[src/tei_defines.svh]
// register offsets, field positions and reset values of the timer status block
`ifndef TEI_DEFINES_SVH
`define TEI_DEFINES_SVH
`define TEI_OFS_ENCLR 8'h08
`define TEI_OFS_ENSET 8'h09
`define TEI_OFS_FLAGS 8'h0A
`define TEI_OFS_STATE 8'h0B
`define TEI_OFS_EVCTL 8'h0C
`define TEI_OFS_CTRL 8'h0D
`define TEI_OFS_CH0 8'h10
`define TEI_OFS_CH1 8'h14
`define TEI_BIT_OVF 0
`define TEI_BIT_ERR 1
`define TEI_BIT_MC0 4
`define TEI_BIT_MC1 5
`define TEI_BIT_STOP 0
`define TEI_BIT_SECU 1
`define TEI_BIT_PBV 3
`define TEI_BIT_CBV0 4
`define TEI_BIT_CBV1 5
`define TEI_BIT_EVEN 5
`define TEI_BIT_SINGLE_PASS 2
`define TEI_BIT_LOCK 1
`define TEI_IRQ_MASK 8'h33
`define TEI_RST_ENABLE 8'h00
`define TEI_RST_FLAGS 8'h00
`define TEI_RST_STATE 8'h01
`define TEI_RST_STOP 1'b1
`endif

[src/tei_pkg.sv]
// types of the timer status block
package tei_pkg;
  typedef enum logic [2:0] {
    TEI_ACT_OFF = 3'h0,
    TEI_ACT_RETRIG = 3'h1,
    TEI_ACT_COUNT = 3'h2,
    TEI_ACT_START = 3'h3,
    TEI_ACT_STAMP = 3'h4,
    TEI_ACT_PPW = 3'h5,
    TEI_ACT_PWP = 3'h6,
    TEI_ACT_PW = 3'h7
  } tei_action_type;
  typedef enum logic [2:0] {
    TEI_RUN_STOP = 3'b001,
    TEI_RUN_CNT = 3'b010,
    TEI_RUN_WAIT = 3'b100
  } tei_run_type;
endpackage : tei_pkg

[src/tei_evt_if.sv]
// decoded event action strobes between decoder and core
`timescale 1ns/1ps
interface tei_evt_if;
  logic startAny;
  logic startOnly;
  logic stampCap;
  logic periodCh0;
  logic periodCh1;
  logic widthCap;
  logic countEvt;
  modport dec (output startAny, startOnly, stampCap, periodCh0, periodCh1,
    widthCap, countEvt);
  modport core (input startAny, startOnly, stampCap, periodCh0, periodCh1,
    widthCap, countEvt);
endinterface : tei_evt_if

[src/tei_timer_status.sv]
// interrupt, status and event action logic of the timer, APB slave
//
// The implementer's own choice: the APB interface to the registers.
`timescale 1ns/1ps
`include "tei_defines.svh"
module tei_timer_status (
  // clock and reset
  input wire logic ref_clk,
  input wire logic rstn,
  // apb
  input wire logic psel,
  input wire logic penable,
  input wire logic pwrite,
  input wire logic [7:0] paddr,
  input wire logic [31:0] pwdata,
  output logic [31:0] prdata,
  output logic pready,
  output logic pslverr,
  // counter core events
  input wire logic evtIn,
  input wire logic matchCh0,
  input wire logic matchCh1,
  input wire logic overflowEvt,
  input wire logic updateEvt,
  input wire logic disableEvt,
  input wire logic stopCmd,
  input wire logic captureMode,
  input wire logic waveMode,
  input wire logic mode8,
  input wire logic primary32,
  input wire logic oddUnit,
  input wire logic chBufWr0,
  input wire logic chBufWr1,
  input wire logic perBufWr,
  input wire logic [15:0] countNow,
  // outputs
  output logic irq,
  output logic running,
  output logic copyBuffers,
  output logic restartPulse,
  output logic countStep,
  output logic sync_busy_flags
);
  import tei_pkg::*;

  ////////////////////////////////////////////////////////////////////////////
  logic [7:0] enable;
  logic [7:0] flags;
  logic [5:3] bufValid;
  logic stopped;
  logic [5:0] evCtrl;
  logic [2:0] ctrl;
  logic [15:0] chValue [0:1];
  logic [15:0] lastEdge;
  logic widthPhase;
  tei_run_type runState;
  tei_run_type next_runState;
  tei_evt_if ev ();

  tei_event_decode u_dec (
    .evtIn(evtIn),
    .evtEnable(evCtrl[`TEI_BIT_EVEN]),
    .sel(tei_action_type'(evCtrl[2:0])),
    .ev(ev)
  );

  ////////////////////////////////////////////////////////////////////////////
  // bus decode
  wire logic acc;
  wire logic wr;
  wire logic rd;
  wire logic [7:0] wb;
  wire logic hitEnClr;
  wire logic hitEnSet;
  wire logic hitFlags;
  wire logic hitState;
  wire logic hitEvCtl;
  wire logic hitCtrl;
  wire logic hitCh0;
  wire logic hitCh1;
  wire logic hitAny;
  assign acc = psel & penable & ~pready;
  assign wr = acc & pwrite;
  assign rd = acc & ~pwrite;
  assign wb = pwdata[7:0];
  assign hitEnClr = paddr == `TEI_OFS_ENCLR;
  assign hitEnSet = paddr == `TEI_OFS_ENSET;
  assign hitFlags = paddr == `TEI_OFS_FLAGS;
  assign hitState = paddr == `TEI_OFS_STATE;
  assign hitEvCtl = paddr == `TEI_OFS_EVCTL;
  assign hitCtrl = paddr == `TEI_OFS_CTRL;
  assign hitCh0 = paddr == `TEI_OFS_CH0;
  assign hitCh1 = paddr == `TEI_OFS_CH1;
  assign hitAny = hitEnClr | hitEnSet | hitFlags | hitState | hitEvCtl |
    hitCtrl | hitCh0 | hitCh1;

  wire logic lock;
  wire logic single_pass;
  assign lock = ctrl[`TEI_BIT_LOCK];
  assign single_pass = ctrl[`TEI_BIT_SINGLE_PASS];

  ////////////////////////////////////////////////////////////////////////////
  // captures
  wire logic cap0;
  wire logic cap1;
  wire logic [15:0] span;
  wire logic rdCh0;
  wire logic rdCh1;
  assign span = countNow - lastEdge;
  assign cap0 = captureMode & (ev.stampCap | ev.periodCh0 | ev.periodCh1 |
    ev.widthCap);
  assign cap1 = captureMode & (ev.periodCh0 | ev.periodCh1);
  assign rdCh0 = rd & hitCh0 & captureMode;
  assign rdCh1 = rd & hitCh1 & captureMode;

  always_ff @(posedge ref_clk) begin
    if (!rstn) begin
      chValue[0] <= 16'h0000;
      chValue[1] <= 16'h0000;
      lastEdge <= 16'h0000;
    end else begin
      if (cap0 || cap1)
        lastEdge <= countNow;
      if (ev.stampCap)
        chValue[0] <= countNow;
      if (ev.widthCap)
        chValue[0] <= span;
      if (ev.periodCh0 && captureMode) begin
        chValue[0] <= span;
        chValue[1] <= countNow - lastEdge - 16'h0001;
      end
      if (ev.periodCh1 && captureMode) begin
        chValue[1] <= span;
        chValue[0] <= countNow - lastEdge - 16'h0001;
      end
    end
  end

  ////////////////////////////////////////////////////////////////////////////
  // enables and flags
  wire logic [7:0] evtSet;
  wire logic [7:0] clrFlags;
  wire logic [7:0] next_enable;
  wire logic [7:0] next_flags;
  wire logic errHit;
  assign errHit = (cap0 & flags[`TEI_BIT_MC0]) |
    (cap1 & flags[`TEI_BIT_MC1]);
  assign evtSet = {2'b00, matchCh1 | cap1, matchCh0 | cap0, 2'b00,
    errHit, overflowEvt};
  assign clrFlags = ((wr & hitFlags) ? wb : 8'h00) |
    {2'b00, rdCh1, rdCh0, 4'h0};
  // set wins over clear
  assign next_flags = ((flags & ~clrFlags) | evtSet) & `TEI_IRQ_MASK;
  assign next_enable = (((wr & hitEnSet) ? (enable | wb) : enable) &
    ~((wr & hitEnClr) ? wb : 8'h00)) & `TEI_IRQ_MASK;

  always_ff @(posedge ref_clk) begin
    if (!rstn) begin
      enable <= `TEI_RST_ENABLE;
      flags <= `TEI_RST_FLAGS;
      irq <= 1'b0;
    end else begin
      enable <= next_enable;
      flags <= next_flags;
      irq <= |(next_flags & next_enable);
    end
  end

  ////////////////////////////////////////////////////////////////////////////
  // buffer valid bits
  wire logic stWr;
  wire logic [5:3] swClr;
  wire logic [5:3] setBv;
  wire logic [5:3] clrBv;
  assign stWr = wr & hitState;
  // zero writes leave status untouched
  assign swClr = (stWr & lock) ? wb[5:3] : 3'b000;
  assign setBv[`TEI_BIT_PBV] = perBufWr & mode8;
  assign setBv[`TEI_BIT_CBV0] = captureMode ? cap0 : chBufWr0;
  assign setBv[`TEI_BIT_CBV1] = captureMode ? cap1 : chBufWr1;
  assign clrBv[`TEI_BIT_PBV] = (updateEvt & ~lock) | swClr[3];
  assign clrBv[`TEI_BIT_CBV0] = captureMode ? rdCh0 :
    ((updateEvt & ~lock) | swClr[4]);
  assign clrBv[`TEI_BIT_CBV1] = captureMode ? rdCh1 :
    ((updateEvt & ~lock) | swClr[5]);

  always_ff @(posedge ref_clk) begin
    if (!rstn)
      bufValid <= 3'b000;
    else
      bufValid <= ((bufValid & ~clrBv) | setBv) &
        {2'b11, mode8};
  end

  ////////////////////////////////////////////////////////////////////////////
  // run state
  wire logic wrapStop;
  assign wrapStop = overflowEvt & single_pass;
  always_comb begin
    next_runState = runState;
    case (runState)
      TEI_RUN_STOP:
        if (ev.startAny || ev.startOnly)
          next_runState = TEI_RUN_CNT;
      TEI_RUN_CNT:
        if (disableEvt || stopCmd || wrapStop)
          next_runState = TEI_RUN_STOP;
        else if (ev.startAny)
          next_runState = TEI_RUN_WAIT;
      TEI_RUN_WAIT:
        next_runState = (disableEvt || stopCmd || wrapStop) ? TEI_RUN_STOP :
          TEI_RUN_CNT;
      default:
        next_runState = TEI_RUN_STOP;
    endcase
  end

  always_ff @(posedge ref_clk) begin
    if (!rstn) begin
      runState <= TEI_RUN_STOP;
      stopped <= `TEI_RST_STOP;
      running <= 1'b0;
      restartPulse <= 1'b0;
      countStep <= 1'b0;
      copyBuffers <= 1'b0;
    end else begin
      runState <= next_runState;
      stopped <= next_runState == TEI_RUN_STOP;
      running <= next_runState != TEI_RUN_STOP;
      restartPulse <= ev.startAny | (ev.startOnly & (runState ==
        TEI_RUN_STOP));
      countStep <= ev.countEvt & ~waveMode;
      copyBuffers <= updateEvt & ~lock;
    end
  end

  ////////////////////////////////////////////////////////////////////////////
  // control registers and status sync busy
  always_ff @(posedge ref_clk) begin
    if (!rstn) begin
      evCtrl <= 6'h00;
      ctrl <= 3'h0;
      sync_busy_flags <= 1'b0;
    end else begin
      if (wr && hitEvCtl)
        evCtrl <= wb[5:0];
      if (wr && hitCtrl)
        ctrl <= wb[2:0];
      sync_busy_flags <= stWr;
    end
  end

  ////////////////////////////////////////////////////////////////////////////
  // read mux and handshake
  wire logic [7:0] stateView;
  wire logic [31:0] rdMux;
  assign stateView = {2'b00, bufValid, 1'b0, primary32 & oddUnit,
    stopped};
  assign rdMux = (hitEnClr | hitEnSet) ? {24'h0, enable} :
    hitFlags ? {24'h0, flags} :
    hitState ? {24'h0, stateView} :
    hitEvCtl ? {26'h0, evCtrl} :
    hitCtrl ? {29'h0, ctrl} :
    hitCh0 ? {16'h0, chValue[0]} :
    hitCh1 ? {16'h0, chValue[1]} : 32'h0;

  always_ff @(posedge ref_clk) begin
    if (!rstn) begin
      pready <= 1'b0;
      pslverr <= 1'b0;
      prdata <= 32'h0;
    end else begin
      pready <= acc;
      pslverr <= acc & ~hitAny;
      if (rd)
        prdata <= rdMux;
    end
  end

  ////////////////////////////////////////////////////////////////////////////
  // checks
  a_enable_clear: assert property (@(posedge ref_clk)
    disable iff (!rstn)
    wr && hitEnClr |=> (enable & $past(wb) & `TEI_IRQ_MASK) == 8'h00)
    else $error("enable not cleared");
  a_enable_set: assert property (@(posedge ref_clk)
    disable iff (!rstn)
    wr && hitEnSet |=> ((enable & $past(wb)) == ($past(wb) & `TEI_IRQ_MASK)))
    else $error("enable not set");
  a_flag_sets: assert property (@(posedge ref_clk)
    disable iff (!rstn)
    overflowEvt |=> flags[`TEI_BIT_OVF])
    else $error("overflow flag missed");
  a_flag_clear: assert property (@(posedge ref_clk)
    disable iff (!rstn)
    wr && hitFlags && wb[`TEI_BIT_MC0] && !matchCh0 && !cap0
    |=> !flags[`TEI_BIT_MC0])
    else $error("match flag not cleared");
  a_error_raise: assert property (@(posedge ref_clk)
    disable iff (!rstn)
    cap0 && flags[`TEI_BIT_MC0] |=> flags[`TEI_BIT_ERR])
    else $error("error flag missed");
  a_irq_line: assert property (@(posedge ref_clk)
    disable iff (!rstn)
    ##1 irq == |(flags & enable))
    else $error("irq mismatch");
  a_stop_single_pass: assert property (@(posedge ref_clk)
    disable iff (!rstn)
    running && wrapStop |=> stopped && !running)
    else $error("single pass did not stop");
  a_lock_copy: assert property (@(posedge ref_clk)
    disable iff (!rstn)
    lock |=> !copyBuffers)
    else $error("copy while locked");
  a_event_gate: assert property (@(posedge ref_clk)
    disable iff (!rstn)
    !evCtrl[`TEI_BIT_EVEN] && stopped |=> stopped || $past(disableEvt))
    else $error("event acted while disabled");
  a_pready_once: assert property (@(posedge ref_clk) disable iff (!rstn)
    pready |=> !pready)
    else $error("pready held");
  c_capture: cover property (@(posedge ref_clk) disable iff (!rstn) cap1);
  c_irq: cover property (@(posedge ref_clk) disable iff (!rstn) irq);
  c_restart: cover property (@(posedge ref_clk) disable iff (!rstn)
    restartPulse);
  c_one_shot: cover property (@(posedge ref_clk) disable iff (!rstn)
    running && wrapStop);
endmodule : tei_timer_status

[src/tei_event_decode.sv]
// event action selector decoder
`timescale 1ns/1ps
module tei_event_decode (
  // selection
  input wire logic evtIn,
  input wire logic evtEnable,
  input wire tei_pkg::tei_action_type sel,
  // decoded strobes
  tei_evt_if.dec ev
);
  import tei_pkg::*;
  wire logic go;
  assign go = evtIn & evtEnable;
  assign ev.startAny = go & (sel == TEI_ACT_RETRIG);
  assign ev.startOnly = go & (sel == TEI_ACT_START);
  assign ev.stampCap = go & (sel == TEI_ACT_STAMP);
  assign ev.periodCh0 = go & (sel == TEI_ACT_PPW);
  assign ev.periodCh1 = go & (sel == TEI_ACT_PWP);
  assign ev.widthCap = go & (sel == TEI_ACT_PW);
  assign ev.countEvt = go & (sel == TEI_ACT_COUNT);
endmodule : tei_event_decode

[config.mk]
export PLATFORM = sky130hd
export DESIGN_NAME = tei_timer_status
export DESIGN_NICKNAME = d
export VERILOG_FILES = /design/src/tei_pkg.sv /design/src/tei_evt_if.sv /design/src/tei_timer_status.sv /design/src/tei_event_decode.sv
export VERILOG_INCLUDE_DIRS = /design/src
export SDC_FILE = /design/constraint.sdc
export NUM_CORES = 1
export LEC_CHECK = 0
export ABC_AREA = 0
export BUFFER_PORTS_ARGS = -buffer_cell sky130_fd_sc_hd__buf_2
export CORE_UTILIZATION = 40
export DETAILED_ROUTE_END_ITERATION = 10
export SLEW_MARGIN = 40
export SYNTH_ARGS = -nofsm -noshare
export SYNTH_HDL_FRONTEND = slang
export SYNTH_HIERARCHICAL = 1
export SYNTH_SLANG_ARGS = --single-unit
[constraint.sdc]
create_clock -name ref_clk -period 3.3 [get_ports ref_clk]
set_input_delay 0.165 -clock ref_clk [delete_from_list [all_inputs] [get_ports ref_clk]]
set_output_delay 0.165 -clock ref_clk [all_outputs]
set_load 0.03 [all_outputs]
== Yosys cells after proc, flatten, opt, wreduce, memory -nomap -nowiden ==
Memories as Yosys holds them, arrays and structs flattened.
Index checks and enable logic that the tools add are counted.
Storage, ports and cells
  flip-flop bits (word level): 80
  RAM bits: 32
  bits of input ports: 76
  output and inout port bits: 40
  word-level logic and storage cells: 161
  memories kept: 1
Memory list
  chValue: depth 2, width 16, rd ports 2, clocked after Yosys merged registers in 0, write ports 2, line tei_timer_status.sv:53  | logic [15:0] chValue [0:1];
Operators by class
  $add $sub $neg: 2
  eq/ne operators: 20
  muxes and demuxes: 39
  bitwise operators: 73
  reductions and logical operators: 9
Operators by type and width (count)
  $mux 16: 13
  $eq 8x4->1 const B: 6
  $and 1x1->1: 32
  $or 1x1->1: 24
  $and 6x6->6: 3
  $mux 6: 3
  $or 6x6->6: 3
  $mux 1: 17
  $eq 8x5->1 const B: 2
  $sub 16x1->16 const B: 1
  $sub 16x16->16: 1
  $eq 3x3->1 const B: 5
  $mux 3: 4
  $not 6->6: 2
  $eq 3x1->1 const B: 3
  $eq 3x2->1 const B: 3
  $pmux 3 s3: 1
  $reduce_or 8->1: 1
  $and 3x3->3: 2
  $not 1->1: 5
  $logic_and 1x1->1: 4
  $logic_or 1x1->1: 4
  $ne 3x1->1 const B: 1
  $not 3->3: 1
  2 further kinds: 2

== Depth between registers and ports, before layout ==
Gate-level depths: netlist of run 1.
  word-level depth: 12
  depth in mapped cells: 12
  mapped depth without buffers: 12

== By module ==
The synthesis of run 1 kept the hierarchy.
By module, submodules not included
  tei_timer_status: times used 1, cells each 646, area an instance 5626.6 µm², sequential area each 2242.2 µm²
  tei_event_decode: times used 1, cells each 12, area an instance 61.3 µm², sequential area each 0.0 µm²

== Worst setup path before layout of run 1 ==
No wires, ideal clock.
  kind: reg-to-reg
  start point: register lastEdge[0]
  end point: memory chValue[0][14], data pin
  library setup time: 0.135 ns
  arrival: 2.869 ns
  data required time: 3.165 ns
  setup slack: 0.296 ns
  cell stages (with the launch flop): 12
  buffers on the path: 0
  period minus slack after synthesis: 3.004 ns
  path through: dfxtp_1 > ha_1 > inv_1 > fa_1 > a21o_1 > a221o_1 > xnor2_2 > o21ai_1 > a2111oi_4 > nand3b_1 > or4_1 > nand3_1
RTL lines
  from (decl): line tei_timer_status.sv:54  | logic [15:0] lastEdge;
  from (signal assigned): line tei_timer_status.sv:123  | lastEdge <= countNow;
  to (decl): line tei_timer_status.sv:53

==> results by group, run 1 <==
Worst setup path
  – Path length in cells of the critical path: 11
  – Critical Path Sink Type: register
  – Last element of the critical path: chValue[0][14]$_DFFE_PP_
  – Register-to-register setup slack: -0.001 ns
  – Crit path max-delay family: compound AO/OA/AOI/OAI gates
  – Worst EP required: between 3 and 4 ns
  – Critical path cell sequence: ha_4, inv_2, fa_2, a21o_1, a221o_2, o31ai_4, xnor2_4, a2111oi_4, nand3b_1, or4_1, nand3_1
  – Buf+Inv Stages, Crit Path: 1
  – Start of the worst register-to-register path: lastEdge[0]$_SDFFE_PN0P_
  – Arrival time reported for the critical path endpoint: 3.52 ns
  – Start-to-end type of the worst setup path: register to register
  – Maximum fanout along the worst path: 3
  – CP max stage cell: sky130_fd_sc_hd__or4_1
  – Worst Reg2Reg Path Length in Cells: 11
  – Endpoint of the worst-slack reg-to-reg timing path: chValue[0][14]$_DFFE_PP_
  – Critical path startpoint: lastEdge[0]$_SDFFE_PN0P_
  – Crit path launch type: register
  – Slowest stage delay, CP: 0.54 ns

Placed design
  – Placed inst area: roughly 0.0062 mm²
  – Post-detailed-placement half-perimeter wirelength: about 11000 µm
  – Number of instances in the placed design: ~890
  – Quantity of I/O buffers inserted on ports: 73
  – RD Place Congestion: around 0.9

Timing
  – Worst-case setup margin in the final layout: -0.00137 ns
  – Worst hold slack after final layout: 0.0285 ns
  – Worst Clk Skew: 0.00937 ns
  – Count of final setup violators: 1
  – Max Freq: 0.303 GHz
  – Setup repair after global routing missed its margin: true
  – Number of hold violations in the final report: 0
  – Time the worst path needs with I/O delays and setup: 3.30 ns
  – Share of the cycle needed by the critical path after routing: 100%
  – Pins Over Slew Limit: 0
  – Slew at the pin closest to its max-slew limit: just under 0.8 ns
  – Worst-case headroom to the max-slew limit: a little under half

Global routing
  – Number of antenna violations at the first check in global routing: 0
  – Aggregate global routing overflow: 0
  – Via count of the first global-routing pass: around 4700
  – Total global routing track utilization: about a fifth
  – Largest net degree at the start of global routing: 29
  – Wire length of the first global-routing pass: ~23000 µm

Synthesis
  – Fraction of synthesized cell area taken by the top area cell type: between 20% and 30%
  – Area of the mapped netlist: roughly 0.0057 mm²
  – Register area share after synthesis: 39.4%
  – Top-count cell post-synth: sky130_fd_sc_hd__nand2_1
  – Number of cells produced by synthesis: around 660
  – Most used flip-flop cell after synthesis: sky130_fd_sc_hd__dfxtp_1
  – Post-synth top area cell: sky130_fd_sc_hd__dfxtp_1
  – Mean Syn Cell Area: 8.64 µm²
  – Total of flip-flops plus latches after synthesis: 96
  – Number of synthesized flops with an enable pin: 32
  – Top post-synthesis cells by count: sky130_fd_sc_hd__nand2_1 (96), sky130_fd_sc_hd__dfxtp_1 (64), sky130_fd_sc_hd__a21oi_1 (57), sky130_fd_sc_hd__nor2_1 (51), sky130_fd_sc_hd__edfxtp_1 (32)
  – Cells taking the most area after synthesis: sky130_fd_sc_hd__dfxtp_1 (23%), sky130_fd_sc_hd__edfxtp_1 (17%), sky130_fd_sc_hd__nand2_1 (6.3%)
  – FFs w/ async S/R, synth: 0%
  – Yosys warning total: 6
  – Number of unique standard cell types used by synthesis: 77

Power and ir drop
  – Static leakage power: approximately 0.0026 µW
  – Cell Pwr Density: roughly 400 mW/mm²
  – IR drop worst, VDD: 0.275 mV
  – Final Power: between 2000 and 3000 µW

Job
  – Max-capacitance violation count: 0

Layout
  – Area Overhead vs Synth: 16.7%
  – Share of layout cells above drive strength 1: about a fifth
  – Number of fillers in the final layout: approximately 1400
  – Sequential cell area: 0.00224 mm²
  – Ant. Diodes: 0
  – Non-filler cells, final: just over 900
  – Area of all placed cells without fillers: around 0.0066 mm²
  – Total area of multi-input combinational cells: ~0.0032 mm²
  – Final core utilization: between 40% and 50%
  – Number of nets in the layout: roughly 820

Drt
  – DR iter-0 viols: 377
  – Number of detailed-route iterations in the first pass: 5
  – Number of vias per cell: about 5.5
  – Routed Wire Length: 14400 µm
  – Residual DRC count: 0
  – Post-route antenna net violation count: 0
  – Average wire per cell in the routed design: approximately 16 µm
  – Routed via count: around 5000

CTS
  – Master cell of the clock root buffer: sky130_fd_sc_hd__clkbuf_16
  – Number of buffers inserted during clock tree synthesis: 9
  – Clock latency on the worst-skew pair: around 0.35 ns
  – Buffers from clock root to sink, at most: 2
  – TritonCTS clock tree: built
  – CTS clk-pin slew, worst paths: 0.07 ns
  – Number of sinks driven by the clock tree: 96
  – # H-tree levels: 3

Run status
  – Outcome: complete, but fails checks
  – Violations in the final reports: setup timing

Die
  – Area enclosed by the die boundary: approximately 0.015 mm²
  – Floorplan die width: around 120 µm
  – Starting density of the core: 41.0%
  – Std cell rows: 43
  – Placeable core region: about 0.014 mm²
  – Chip height: 121 µm
  – Top-level port count: ~120

Min path
  – Type of the tightest min-delay check: input port to register
  – Critical hold path startpoint: mode8
==> how the worst min path moves through the flow <==
| stage | end | slack (ns) | depth (start not counted) |
|---|---|---|---|
| after floorplan | countStep$_SDFF_PN0_ | 0.24 | 1 |
| after global placement | countStep$_SDFF_PN0_ | 0.32 | 2 |
| final | bufValid[3]$_SDFF_PN0_ | 0.03 | 3 |
| after detailed placement | countStep$_SDFF_PN0_ | 0.33 | 2 |
| after CTS | bufValid[3]$_SDFF_PN0_ | 0.03 | 3 |
| after global routing | bufValid[3]$_SDFF_PN0_ | 0.04 | 3 |
==> worst reg2reg max path: cells and delay by family, from the launching register on <==
kind | cells | cell delay [ns]
buf+inv | 1 | 0.04
flops | 1 | 0.35
fa+ha+maj | 2 | 0.49
xor+xnor | 1 | 0.15
compound gates | 4 | 1.35
simple gates | 3 | 0.79
==> timing repair <==
action,in CTS,in global routing
hold buffers,1,0
buffers inserted,0,5
gates resized for setup,1,16
pin swaps,0,11
hold endpoints to repair,1,0
endpoints found under the setup margin,1,11
==> area by class of cell <==
| type | instances | share of cell area, % |
|---|---|---|
| Inverter | 25 | 1.41 |
| Timing Repair Buffer | 95 | 8.22 |
| Tap cell | 180 | 3.39 |
| Clock inverter | 4 | 0.415 |
| Clock buffer | 12 | 3.87 |
| Multi-Input combinational cell | 504 | 48.9 |
| Sequential cell | 96 | 33.8 |
==> logic make-up after synthesis <==
logic type | synth area share (%)
other | 0.0659
adder cells (fa/ha/maj) | 3.87
flip-flops | 39.4
multiplexers | 6.07
buffers and inverters | 6.14
AND/OR/NAND/NOR | 20.0
XOR/XNOR | 3.19
AO/OA/AOI/OAI | 21.2
==> flip-flops by register name, summed over array words and instances, names as in the netlist <==
register	cells
lastEdge	16
sync_busy_flags	1
evCtrl	6
prdata	16
ctrl	3
copyBuffers	1
running	1
flags	4
stopped	1
countStep	1
restartPulse	1
runState	3
pslverr	1
pready	1
irq	1
enable	4
bufValid	3
chValue	32
==> routing by layer <==
| layer | GRT usage [%] | wire [µm] | vias to the layer above |
|---|---|---|---|
| met5 | 0 | 0 | - |
| met4 | 7.64 | 199 | 0 |
| met3 | 3.34 | 690 | 13 |
| met2 | 31.8 | 6440 | 134 |
| met1 | 27.6 | 7060 | 2350 |
| li1 | - | - | 2507 |
==> metrics by stage <==
step / setup slack, ns / setup TNS [ns]
3_3_place_gp: 0.0666 / 0
4_1_cts: 0.0162 / 0
2_1_floorplan: 0.296 / 0
5_1_grt: -0.115 / -0.243
6_report: -0.00137 / -0.00137
3_5_place_dp: -0.00282 / -0.00282
==> cells in the final DEF (no fill, tap or decap), drive strengths merged, types with 4 or more instances in the layout <==
| cell | n |
|---|---|
| nand2 | 96 |
| buf | 94 |
| dfxtp | 64 |
| a21oi | 57 |
| nor2 | 51 |
| edfxtp | 32 |
| o21ai | 32 |
| inv | 26 |
| mux2i | 21 |
| o22ai | 20 |
| conb | 16 |
| nand3 | 16 |
| ha | 16 |
| mux2 | 12 |
| xnor2 | 12 |
| clkbuf | 12 |
| nand2b | 11 |
| and2 | 9 |
| nor3 | 9 |
| or3 | 8 |
| a21o | 7 |
| o21a | 7 |
| xor2 | 7 |
| a31oi | 7 |
| o211ai | 7 |
| nor2b | 5 |
| and3 | 5 |
| nor4 | 5 |
| a2111oi | 5 |
| or2 | 4 |
| nand3b | 4 |
| o311ai | 4 |
==> where the power goes <==
part	internal, µW	leakage (µW)	switching (µW)	total, µW
combinational	141	0.00159	236	377
sequential	1240	0.000848	8.64	1250
clock	554	0.000143	461	1020
Power figures use the tool's default switching activity.
==> run 2: changes to the inputs <==
==> constraint.sdc (replaced) <==
create_clock -name ref_clk -period 2.9 [get_ports ref_clk]
set_input_delay 0.145 -clock ref_clk [delete_from_list [all_inputs] [get_ports ref_clk]]
set_output_delay 0.145 -clock ref_clk [all_outputs]
set_load 0.03 [all_outputs]
==> results by group, run 2 (same netlist as run 1, synthesis figures left out) <==
Worst setup path
  – Crit path launch type: register
  – Worst EP required: 3.12 ns
  – Arrival time reported for the critical path endpoint: between 3 and 4 ns
  – Critical Path Sink Type: register
  – Maximum fanout along the worst path: 3
  – Start-to-end type of the worst setup path: register to register

CTS
  – Master cell of the clock root buffer: sky130_fd_sc_hd__clkbuf_16
  – Number of buffers inserted during clock tree synthesis: 9
  – Number of sinks driven by the clock tree: 96
  – CTS clk-pin slew, worst paths: 0.08 ns
  – Clock latency on the worst-skew pair: around 0.36 ns
  – TritonCTS clock tree: built
  – # H-tree levels: 3
  – Buffers from clock root to sink, at most: 2

Die
  – Floorplan die width: around 120 µm
  – Chip height: between 100 and 150 µm
  – Area enclosed by the die boundary: roughly 0.015 mm²
  – Placeable core region: approximately 0.014 mm²
  – Starting density of the core: between 40% and 50%
  – Std cell rows: 43
  – Top-level port count: around 120

Placed design
  – Worst-case setup slack after placement: -0.195 ns
  – Post-detailed-placement half-perimeter wirelength: 11200 µm
  – RD Place Congestion: between 0.8 and 0.9
  – Quantity of I/O buffers inserted on ports: 73

Power and ir drop
  – Net switching component of the power: between 800 and 900 µW
  – Static leakage power: 0.00291 µW
  – Int Pwr: between 2000 and 2500 µW
  – Cell Pwr Density: about 450 mW/mm²
  – Sequential power share: around 44%
  – Share of total power in the clock network: between 40% and 50%
  – IR drop worst, VDD: between 0.2 and 0.3 mV
  – Combinational power share: between 15 and 20%
  – Fraction of power spent switching nets: about a quarter

Timing
  – Slew at the pin closest to its max-slew limit: ~0.70 ns
  – Worst-case setup margin in the final layout: -0.132 ns
  – Worst Clk Skew: between 0.01 and 0.015 ns
  – Worst-case headroom to the max-slew limit: between 50 and 60%
  – Time the worst path needs with I/O delays and setup: 3.03 ns
  – Count of final setup violators: 9
  – Max Freq: 0.330 GHz
  – Setup repair after global routing missed its margin: true
  – Number of hold violations in the final report: 0
  – Share of the cycle needed by the critical path after routing: 105%
  – Pins Over Slew Limit: 0
  – TNS Setup: -0.603 ns

Min path
  – Type of the tightest min-delay check: input port to register

Layout
  – Largest Register: chValue
  – Area Overhead vs Synth: 27.2%
  – Largest registers: chValue: 32 flops, lastEdge: 16 flops, prdata: 16 flops
  – Ant. Diodes: 0
  – Flip-flop count of the largest register, all copies and words added: 32
  – Share of layout cells above drive strength 1: 28.7%
  – Number of nets in the layout: 880
  – Commonest cells after routing, fill and taps aside: sky130_fd_sc_hd__nand2_1 (96), sky130_fd_sc_hd__buf_2 (73), sky130_fd_sc_hd__buf_4 (72), sky130_fd_sc_hd__dfxtp_1 (60), sky130_fd_sc_hd__a21oi_1 (56)
  – Most common library cell in the layout ignoring fill and taps: sky130_fd_sc_hd__nand2_1

Global routing
  – Number of antenna violations at the first check in global routing: 0
  – Total global routing track utilization: around a fifth
  – Aggregate global routing overflow: 0
  – Via count of the first global-routing pass: about 4800
  – Largest net degree at the start of global routing: 35
  – Wire length of the first global-routing pass: 24400 µm

Drt
  – Post-route antenna net violation count: 0
  – Residual DRC count: 0
  – Routed via count: around 5200
  – Number of vias per cell: ~5.3
  – DR iter-0 viols: approximately 320
  – Number of detailed-route iterations in the first pass: 5
  – Routed Wire Length: 14900 µm
  – Average wire per cell in the routed design: roughly 15 µm

Job
  – Max-capacitance violation count: 0

Run status
  – Outcome: complete, but fails checks
  – Violations in the final reports: setup timing
run 2: routing by layer:
layer / GRT usage, % / wire, µm
met4: 8.02 / 246
met2: 32.5 / 6660
met5: 0 / 0
met1: 30.1 / 7360
met3: 3.62 / 684
run 2: worst paths after layout:
kind | from | end | slack [ns] | cells after the start
worst max-delay path | lastEdge[1]$_SDFFE_PN0P_ | chValue[0][14]$_DFFE_PP_ | -0.13 | 10
worst min-delay path | perBufWr | bufValid[3]$_SDFF_PN0_ | 0.01 | 3
worst max register to register | lastEdge[1]$_SDFFE_PN0P_ | chValue[0][14]$_DFFE_PP_ | -0.13 | 10
worst min register to register | prdata[13]$_SDFFE_PN0P_ | prdata[13]$_SDFFE_PN0P_ | 0.45 | 2
run 2: timing repair:
action,CTS,global route
pin swaps,17,14
gates resized for setup,30,10
hold buffers,2,0
buffers inserted,9,3
gates cloned,0,0
endpoints found under the setup margin,13,17
endpoints found under the hold margin,2,0
run 2: power by group through the flow:
stage          clock, µW  combinational (µW)  sequential [µW]
6_report            1330                 518             1420
5_1_grt             1400                 561             1420
4_1_cts             1350                 495             1420
3_5_place_dp           0                 452             1450
3_3_place_gp           0                 447             1450
2_1_floorplan          0                 284             1460
run 2: worst max-delay path: stages, from the launching register on:
cell and delay [ns]:
sky130_fd_sc_hd__dfxtp_1 0.33, sky130_fd_sc_hd__inv_1 0.07, sky130_fd_sc_hd__ha_1 0.26, sky130_fd_sc_hd__nor2b_1 0.16, sky130_fd_sc_hd__o21a_1 0.18, sky130_fd_sc_hd__or3_1 0.36, sky130_fd_sc_hd__a211o_1 0.38, sky130_fd_sc_hd__a2111oi_4 0.39
sky130_fd_sc_hd__nand3b_1 0.18, sky130_fd_sc_hd__or4_1 0.50, sky130_fd_sc_hd__nand3_1 0.09
run 2: final cells by class:
class / count / area [µm²]
Sequential cell: 96 / 2250
Inverter: 25 / 93.8
Multi-Input combinational cell: 504 / 3350
Clock inverter: 5 / 67.6
Clock buffer: 11 / 264
Tap cell: 180 / 225
Fill cell: 1308 / 6650
Timing Repair Buffer: 151 / 983
run 2: per-stage QoR:
stage | util (%) | total power, µW | cells | area (µm²) | hold slack (ns)
final | 52.1 | 3260 | 972 | 7230 | 0.00974
after global routing | 52.1 | 3380 | 972 | 7230 | 0.0493
after CTS | 51.6 | 3260 | 971 | 7170 | 0.0114
after detailed placement | 47.7 | 1900 | 944 | 6630 | 0.309
after global placement | 47.7 | 1900 | 944 | 6630 | 0.304
after floorplan | - | 1740 | 673 | 5780 | 0.217
